File: src/hw/lacr_map.vh
// Constants for the load adaptive current regulator
`ifndef LACR_MAP_VH
`define LACR_MAP_VH

// Clock rate and derived timing
`define LACR_CLK_HZ 40000000
`define LACR_DELAY_UNIT_MS 10
// 400000 cycles, one 10 ms unit at 40 MHz; fits the 24-bit divider with room to spare
`define LACR_DELAY_UNIT_CYCLES 24'h06_1A80
`define LACR_TICK_CNT_W 24

// Current setting and its quantisation
`define LACR_CUR_SET_W 8
`define LACR_CUR_LVL_W 5
`define LACR_CUR_FULL_SCALE 8'hFF
`define LACR_CUR_LVL_SHIFT 3

// Minimum fraction select values
`define LACR_MIN_SEL_HALF 1'h0
`define LACR_MIN_SEL_QUARTER 1'h1

// Load reading, speed and delay widths
`define LACR_LOAD_W 10
`define LACR_SPEED_W 24
`define LACR_DELAY_W 16
`define LACR_DELAY_DEFAULT 16'h00C8

// Group sizes for the down rate codes 0..3
`define LACR_DOWN_CNT_W 6
`define LACR_DOWN_GRP_0 6'h20
`define LACR_DOWN_GRP_1 6'h08
`define LACR_DOWN_GRP_2 6'h02
`define LACR_DOWN_GRP_3 6'h01

// Step sizes for the up step codes 0..3
`define LACR_UP_STEP_0 5'h01
`define LACR_UP_STEP_1 5'h02
`define LACR_UP_STEP_2 5'h04
`define LACR_UP_STEP_3 5'h08

`endif

File: src/hw/lacr_regulator.v
// Load adaptive motor current regulator with stall stop and standby current
// Functional notes
// - Setting 255 means full module current
// - Setting quantised to 32 levels of eight
// - Standstill past delay drops to standby current
// - Delay counts 10 ms units, default 200
// - Minimum select: 0 half, 1 quarter scale
// - Decrement once per 32/8/2/1 high readings
// - Low reading increments by 1/2/4/8
// - Upper threshold is lower plus hysteresis
// - Zero load above stop speed stops motor outside standby
// - Regulation only above enable speed
`timescale 1ns/1ps
`include "lacr_map.vh"

module lacr_regulator #(
   parameter [`LACR_TICK_CNT_W-1:0] DELAY_UNIT_CYCLES = `LACR_DELAY_UNIT_CYCLES
) (
   input wire CORE_CLK,
   input wire RESET,
   input wire [`LACR_CUR_SET_W-1:0] ABSOLUTE_MAX_CURRENT,
   input wire [`LACR_CUR_SET_W-1:0] STANDBY_CURRENT_LIMIT,
   input wire ADAPTIVE_MIN_CURRENT_SELECT,
   input wire [1:0] CURRENT_DOWN_RATE,
   input wire [1:0] CURRENT_UP_STEP,
   input wire [`LACR_LOAD_W-1:0] LOAD_LOWER_THRESHOLD,
   input wire [`LACR_LOAD_W-1:0] LOAD_HYSTERESIS_DISTANCE,
   input wire [`LACR_SPEED_W-1:0] STALL_STOP_SPEED,
   input wire [`LACR_SPEED_W-1:0] ADAPTIVE_ENABLE_SPEED,
   input wire [`LACR_DELAY_W-1:0] STANDSTILL_DELAY,
   input wire [`LACR_SPEED_W-1:0] MOTOR_SPEED,
   input wire MOTOR_STANDSTILL,
   input wire [`LACR_LOAD_W-1:0] LOAD_VALUE,
   input wire LOAD_VALID,
   input wire STALL_CLEAR,
   output reg [`LACR_CUR_LVL_W-1:0] MOTOR_CURRENT_LEVEL,
   output reg MOTOR_STOP,
   output reg STALL_EVENT,
   output reg ADAPTIVE_ACTIVE,
   output reg STANDBY_ACTIVE
);

   // One-hot operating states
   localparam [3:0] ST_FULL = 4'h1;
   localparam [3:0] ST_ADAPT = 4'h2;
   localparam [3:0] ST_STANDBY = 4'h4;
   localparam [3:0] ST_STALL = 4'h8;

   // Setting 0..255 to level 0..31; 255 lands on the top level, so it is full current
   function [`LACR_CUR_LVL_W-1:0] to_level;
      input [`LACR_CUR_SET_W-1:0] setting;
      begin
         to_level = setting[`LACR_CUR_SET_W-1:`LACR_CUR_LVL_SHIFT];
      end
   endfunction

   function [`LACR_DOWN_CNT_W-1:0] down_group;
      input [1:0] code;
      begin
         case (code)
            2'h0: down_group = `LACR_DOWN_GRP_0;
            2'h1: down_group = `LACR_DOWN_GRP_1;
            2'h2: down_group = `LACR_DOWN_GRP_2;
            default: down_group = `LACR_DOWN_GRP_3;
         endcase
      end
   endfunction

   function [`LACR_CUR_LVL_W-1:0] up_step;
      input [1:0] code;
      begin
         case (code)
            2'h0: up_step = `LACR_UP_STEP_0;
            2'h1: up_step = `LACR_UP_STEP_1;
            2'h2: up_step = `LACR_UP_STEP_2;
            default: up_step = `LACR_UP_STEP_3;
         endcase
      end
   endfunction

   // Clamp a level into [lo, hi]; with the floor above the scale, only values above hi get hi and all others get the floor
   function [`LACR_CUR_LVL_W-1:0] clamp_level;
      input [`LACR_CUR_LVL_W:0] value;
      input [`LACR_CUR_LVL_W-1:0] lo;
      input [`LACR_CUR_LVL_W-1:0] hi;
      begin
         if (value > {1'b0, hi}) begin
            clamp_level = hi;
         end else if (value < {1'b0, lo}) begin
            clamp_level = lo;
         end else begin
            clamp_level = value[`LACR_CUR_LVL_W-1:0];
         end
      end
   endfunction

   reg [3:0] state_reg;
   reg [3:0] state_next;
   reg [`LACR_CUR_LVL_W-1:0] cur_reg;
   reg [`LACR_CUR_LVL_W-1:0] cur_next;
   reg [`LACR_DOWN_CNT_W-1:0] high_cnt_reg;
   reg [`LACR_DOWN_CNT_W-1:0] high_cnt_next;
   reg stall_hold_reg;
   reg stall_hold_next;
   reg stall_hit;
   reg [`LACR_CUR_LVL_W-1:0] level_next;

   wire [`LACR_CUR_LVL_W-1:0] scale_level;
   wire [`LACR_CUR_LVL_W-1:0] standby_level;
   wire [`LACR_CUR_LVL_W-1:0] min_level;
   wire [`LACR_LOAD_W:0] upper_threshold;
   wire load_high;
   wire load_low;
   wire adapt_speed;
   wire stall_speed;
   wire standstill_expired;

   assign scale_level = to_level(ABSOLUTE_MAX_CURRENT);
   assign standby_level = to_level(STANDBY_CURRENT_LIMIT);

   // Quarter or half of the current scale as the adaptive floor
   assign min_level = (ADAPTIVE_MIN_CURRENT_SELECT == `LACR_MIN_SEL_QUARTER) ?
                      {2'h0, scale_level[`LACR_CUR_LVL_W-1:2]} :
                      {1'h0, scale_level[`LACR_CUR_LVL_W-1:1]};

   // One bit wider so a large hysteresis cannot wrap below the lower threshold
   assign upper_threshold = {1'b0, LOAD_LOWER_THRESHOLD} + {1'b0, LOAD_HYSTERESIS_DISTANCE};
   assign load_high = {1'b0, LOAD_VALUE} > upper_threshold;
   assign load_low = LOAD_VALUE < LOAD_LOWER_THRESHOLD;

   assign adapt_speed = MOTOR_SPEED > ADAPTIVE_ENABLE_SPEED;
   assign stall_speed = MOTOR_SPEED > STALL_STOP_SPEED;

   lacr_standstill_timer #(
      .TICK_CYCLES(DELAY_UNIT_CYCLES)
   ) u_standstill_timer (
      .clk(CORE_CLK),
      .rst(RESET),
      .standstill(MOTOR_STANDSTILL),
      .delay(STANDSTILL_DELAY),
      .expired(standstill_expired)
   );

   // Stall detection relies on the driver reading hitting zero at full load
   always @* begin
      stall_hit = LOAD_VALID && stall_speed && (LOAD_VALUE == {`LACR_LOAD_W{1'b0}});
   end

   // Stall latch: a new stall in the clearing cycle keeps the motor stopped
   always @* begin
      stall_hold_next = stall_hold_reg;
      if (STALL_CLEAR) begin
         stall_hold_next = 1'b0;
      end
      if (stall_hit) begin
         stall_hold_next = 1'b1;
      end
   end

   // Operating state: stall beats standby entry, standby beats regulation; a stall seen in standby is not acted on
   always @* begin
      state_next = state_reg;
      case (state_reg)
         ST_FULL: begin
            if (stall_hit) begin
               state_next = ST_STALL;
            end else if (standstill_expired) begin
               state_next = ST_STANDBY;
            end else if (adapt_speed) begin
               state_next = ST_ADAPT;
            end
         end
         ST_ADAPT: begin
            if (stall_hit) begin
               state_next = ST_STALL;
            end else if (standstill_expired) begin
               state_next = ST_STANDBY;
            end else if (!adapt_speed) begin
               state_next = ST_FULL;
            end
         end
         ST_STANDBY: begin
            if (!MOTOR_STANDSTILL) begin
               state_next = adapt_speed ? ST_ADAPT : ST_FULL;
            end
         end
         ST_STALL: begin
            if (!stall_hold_next) begin
               state_next = ST_FULL;
            end
         end
         default: begin
            state_next = ST_FULL;
         end
      endcase
   end

   // Regulated level and the run of consecutive high readings
   always @* begin
      cur_next = clamp_level({1'b0, cur_reg}, min_level, scale_level);
      high_cnt_next = high_cnt_reg;
      if (state_reg == ST_STALL) begin
         // A stall freezes the level it found; the stalling zero reading is not a low one
         cur_next = cur_reg;
         high_cnt_next = {`LACR_DOWN_CNT_W{1'b0}};
      end else if (state_reg != ST_ADAPT) begin
         // Outside regulation the level sits at the scale so that re-entry starts from full current
         cur_next = scale_level;
         high_cnt_next = {`LACR_DOWN_CNT_W{1'b0}};
      end else if (LOAD_VALID && !stall_hit) begin
         if (load_high) begin
            if (high_cnt_reg + 1'b1 >= down_group(CURRENT_DOWN_RATE)) begin
               high_cnt_next = {`LACR_DOWN_CNT_W{1'b0}};
               cur_next = clamp_level({1'b0, cur_reg} - 1'b1, min_level, scale_level);
               if (cur_reg == {`LACR_CUR_LVL_W{1'b0}}) begin
                  cur_next = min_level;
               end
            end else begin
               high_cnt_next = high_cnt_reg + 1'b1;
            end
         end else begin
            // Any reading at or below the upper threshold breaks the run
            high_cnt_next = {`LACR_DOWN_CNT_W{1'b0}};
            if (load_low) begin
               cur_next = clamp_level({1'b0, cur_reg} + {1'b0, up_step(CURRENT_UP_STEP)},
                                      min_level, scale_level);
            end
         end
      end
   end

   // Level handed to the driver
   always @* begin
      case (state_next)
         ST_STANDBY: level_next = standby_level;
         ST_ADAPT: level_next = cur_next;
         ST_STALL: level_next = cur_reg;
         default: level_next = scale_level;
      endcase
   end

   always @(posedge CORE_CLK) begin
      if (RESET) begin
         state_reg <= ST_FULL;
         cur_reg <= {`LACR_CUR_LVL_W{1'b0}};
         high_cnt_reg <= {`LACR_DOWN_CNT_W{1'b0}};
         stall_hold_reg <= 1'b0;
         MOTOR_CURRENT_LEVEL <= {`LACR_CUR_LVL_W{1'b0}};
         MOTOR_STOP <= 1'b0;
         STALL_EVENT <= 1'b0;
         ADAPTIVE_ACTIVE <= 1'b0;
         STANDBY_ACTIVE <= 1'b0;
      end else begin
         state_reg <= state_next;
         cur_reg <= cur_next;
         high_cnt_reg <= high_cnt_next;
         stall_hold_reg <= stall_hold_next;
         MOTOR_CURRENT_LEVEL <= level_next;
         MOTOR_STOP <= (state_next == ST_STALL);
         STALL_EVENT <= stall_hit;
         ADAPTIVE_ACTIVE <= (state_next == ST_ADAPT);
         STANDBY_ACTIVE <= (state_next == ST_STANDBY);
      end
   end

endmodule // lacr_regulator

File: src/hw/lacr_standstill_timer.v
// Standstill delay timer with a 10 ms time base
`timescale 1ns/1ps
`include "lacr_map.vh"

module lacr_standstill_timer #(
   parameter [`LACR_TICK_CNT_W-1:0] TICK_CYCLES = `LACR_DELAY_UNIT_CYCLES
) (
   input wire clk,
   input wire rst,
   input wire standstill,
   input wire [`LACR_DELAY_W-1:0] delay,
   output wire expired
);

   reg [`LACR_TICK_CNT_W-1:0] div_reg;
   reg [`LACR_TICK_CNT_W-1:0] div_next;
   reg [`LACR_DELAY_W-1:0] units_reg;
   reg [`LACR_DELAY_W-1:0] units_next;
   reg tick_reg;
   reg tick_next;

   // Divider restarts with each standstill so the delay is never cut short by a stale phase
   always @* begin
      div_next = div_reg;
      tick_next = 1'b0;
      units_next = units_reg;
      if (!standstill) begin
         div_next = {`LACR_TICK_CNT_W{1'b0}};
         units_next = {`LACR_DELAY_W{1'b0}};
      end else begin
         if (div_reg >= TICK_CYCLES - 1'b1) begin
            div_next = {`LACR_TICK_CNT_W{1'b0}};
            tick_next = 1'b1;
         end else begin
            div_next = div_reg + 1'b1;
         end
         // Saturate so a very long standstill never wraps back to running current
         if (tick_reg && units_reg != {`LACR_DELAY_W{1'b1}}) begin
            units_next = units_reg + 1'b1;
         end
      end
   end

   always @(posedge clk) begin
      if (rst) begin
         div_reg <= {`LACR_TICK_CNT_W{1'b0}};
         units_reg <= {`LACR_DELAY_W{1'b0}};
         tick_reg <= 1'b0;
      end else begin
         div_reg <= div_next;
         units_reg <= units_next;
         tick_reg <= tick_next;
      end
   end

   assign expired = standstill && (units_reg >= delay);

endmodule // lacr_standstill_timer

File: config.mk
export PLATFORM = sky130hd
export DESIGN_NAME = lacr_regulator
export DESIGN_NICKNAME = d
export VERILOG_FILES = /design/src/hw/lacr_regulator.v /design/src/hw/lacr_standstill_timer.v
export VERILOG_INCLUDE_DIRS = /design/src /design/src/hw
export SDC_FILE = /design/constraint.sdc
export NUM_CORES = 1
export LEC_CHECK = 0
export CORE_MARGIN = 2
export CORE_UTILIZATION = 60
export DETAILED_ROUTE_END_ITERATION = 16
export DONT_BUFFER_PORTS = 1
export GPL_ROUTABILITY_DRIVEN = 0
export HOLD_SLACK_MARGIN = 0.12
export PLACE_DENSITY = 0.79
export SETUP_SLACK_MARGIN = 0.02
export SYNTH_ARGS = -nofsm -noshare
export SYNTH_HDL_FRONTEND = slang
export SYNTH_SLANG_ARGS = --single-unit
File: constraint.sdc
create_clock -name CORE_CLK -period 3.75 [get_ports CORE_CLK]
set_clock_uncertainty 0.15 [all_clocks]
set_input_delay 0.1875 -clock CORE_CLK [delete_from_list [all_inputs] [get_ports CORE_CLK]]
set_output_delay 0.1875 -clock CORE_CLK [all_outputs]
set_load 0.01 [all_outputs]
==> results.toml <==
[placed_design]
post-place-ws_ns = -0.471
port_buffers = 0
place_area_mm2 = 0.00723
dp_hpwl_um = 14600

[status]
outcome = "finished, violations left"
violations = "negative setup slack"

[synthesis]
yosysMostFrequentCell = "ha_1"
ys_warn_count = 0
syn_inst = 857
synth_top_area_frac = 0.236
synth_common_cells = "ha_1 (129), inv_1 (99), nor2_1 (82)"
synth_top_cell_by_area = "ha_1"
ys_types = 78
ys_seq_area_frac = 0.193
synth_edf_count = 0
synth_area_leaders = "ha_1 (24%), dfxtp_1 (19%), inv_1 (5.4%)"
syn_area_mm2 = 0.00684
ys_ff_latch = 66
synth.avg_cell_area_um2 = 7.98
synthArstFlopShare = 0
synthFlopType = "dfxtp_1"

[die]
core_mm2 = 0.0110
pin_count = 153
start_util = 0.622
dieArea_mm2 = 0.0123
num_rows = 38
die_h_um = 111
die_w_um = 111

[pwr]
peakVddDrop_uv = 324
power_leakage_nw = 3.62
total_power_w = 0.00265
powerDensity_mw_per_mm2 = 333

[worst_setup_path]
cp.arrival_ns = 3.93
critPathKind = "in2reg"
r2r_cells = 13
r2r-start = "cur_reg[3]"
critPathCaptureType = "flop"
worstSetupStartpoint = "LOAD_LOWER_THRESHOLD[0]"
crit_fanout = 6
crit_path_start_kind = "primary input"
required_ns = 3.83

[routing]
detail-route-antenna-nets = 0
routedWlPerCell_um = 18.0
via_count = 6758
drt-total-wl_um = 19200
firstDrtPassIters = 5
dr.first_iter.drc_count = 559
routed_via_density = 6.34
drc = 0

[sta]
setup_viol = 1
hold_slack_ns = 0.144
rsz0062_at_grt = "true"
hold_violations = 0
finalCriticalPeriod_ns = 3.84
worst_pin_slew_ns = 0.938
slew_violations = 0
min_period_over_period = 1.02
layout_setup_ws_ns = -0.0923
setup_tns_ns = -0.0923
fmax_ghz = 0.260
slew_headroom = 0.373

[clocking]
clkTransAtPathRegs_ns = 0.06
ctsRootBufferMaster = "clkbuf_16"
cts_tree = "yes"
numCtsBuffers = 9
clock-sinks = 66
insertion_delay_ns = 0.33
cts_buffer_depth = 2
cts_htree_levels = 3

[cells_and_area]
drive_above_1_share = 0.127
fin_nets = 1196
design_area_mm2 = 0.00796
n_antenna_cell = 0
largest_register_ffs = 24
area_growth_pct = 16.4

[grt]
grt_pass1_vias = 6933
track_usage = 0.298
antenna_found_initial = 0
grt_max_degree = 21
grt_first_pass_wirelength_um = 31100
grt.overflow.total = 0

[min_path]
min_from = "ABSOLUTE_MAX_CURRENT[4]"
hold_path_depth = 3
hold_class = "in2reg"

[flow_run]
drv_cap = 0
-- per-stage QoR --
step | cells | utilization
2_1_floorplan | 861 | -
3_3_place_gp | 1022 | 0.658
3_5_place_dp | 1022 | 0.658
4_1_cts | 1062 | 0.711
5_1_grt | 1066 | 0.725
6_report | 1066 | 0.725
-- power by group --
group,total [W],switching [W],internal [W]
sequential,0.000770,0.0000386,0.000731
clock,0.000788,0.000319,0.000469
combinational,0.00110,0.000587,0.000509
-- cells by family after synthesis --
family                     synth area share
other                              0.000549
DFF                                   0.193
xor gates and xnor gates             0.0564
AOI/OAI and AO/OA                     0.218
buffers and inverters                0.0615
muxes                                0.0198
and+or+nand+nor                       0.208
adders and majority gates             0.242
-- layout make-up --
class                           instances  area (um^2)
Timing Repair Buffer                   60          500
Multi-Input combinational cell        684         5300
Clock buffer                           11          243
Inverter                              100          375
Fill cell                             842         3020
Clock inverter                          5         38.8
Tap cell                              140          175
Sequential cell                        66         1330
-- worst max-delay path: stages --
cell       delay (ns)
ha_2             0.17
fa_2             0.37
a211oi_2         0.30
o21bai_1         0.12
a21oi_1          0.22
xor2_1           0.18
ha_1             0.28
a211o_1          0.29
o221ai_1         0.16
a21oi_1          0.06
o211ai_1         0.49
buf_4            0.22
nor3_4           0.04
a2111oi_4        0.23
a31o_1           0.21
a222oi_1         0.09
a211oi_1         0.29
-- metal layers --
metal / wire length [um] / vias up / GRT usage
met1: 7300 / 3069 / 0.341
met4: 637 / 0 / 0.110
li1: - / 3227 / -
met3: 1820 / 74 / 0.0705
met5: 0 / - / 0
met2: 9450 / 388 / 0.537
-- cells in the final DEF, fill, tap and decap left out, types with 17 or more instances in the layout --
master	count
ha_1	124
inv_1	99
nor2_1	80
dfxtp_1	63
a21oi_1	52
nand2_1	49
buf_4	40
o21ai_0	33
nand3_1	25
xnor2_1	21
xor2_1	20
nand4_1	20
dlygate4sd3_1	20
a21o_1	17
-- final timing paths --
check / slack (ns) / end
max: -0.09 / MOTOR_CURRENT_LEVEL[2]
min: 0.14 / cur_reg[1]
min reg2reg: 0.32 / u_standstill_timer.div_reg[0]
max reg2reg: 0 / MOTOR_CURRENT_LEVEL[2]
-- what timing repair did --
item / CTS / global route
resized for setup: 15 / 29
hold buffers: 20 / 0
endpoints found under the setup margin: 5 / 13
endpoints found under the hold margin: 23 / 0
pin swaps: 5 / 24
buffers inserted: 4 / 4
Note: power is estimated with default switching activity, not from simulation.
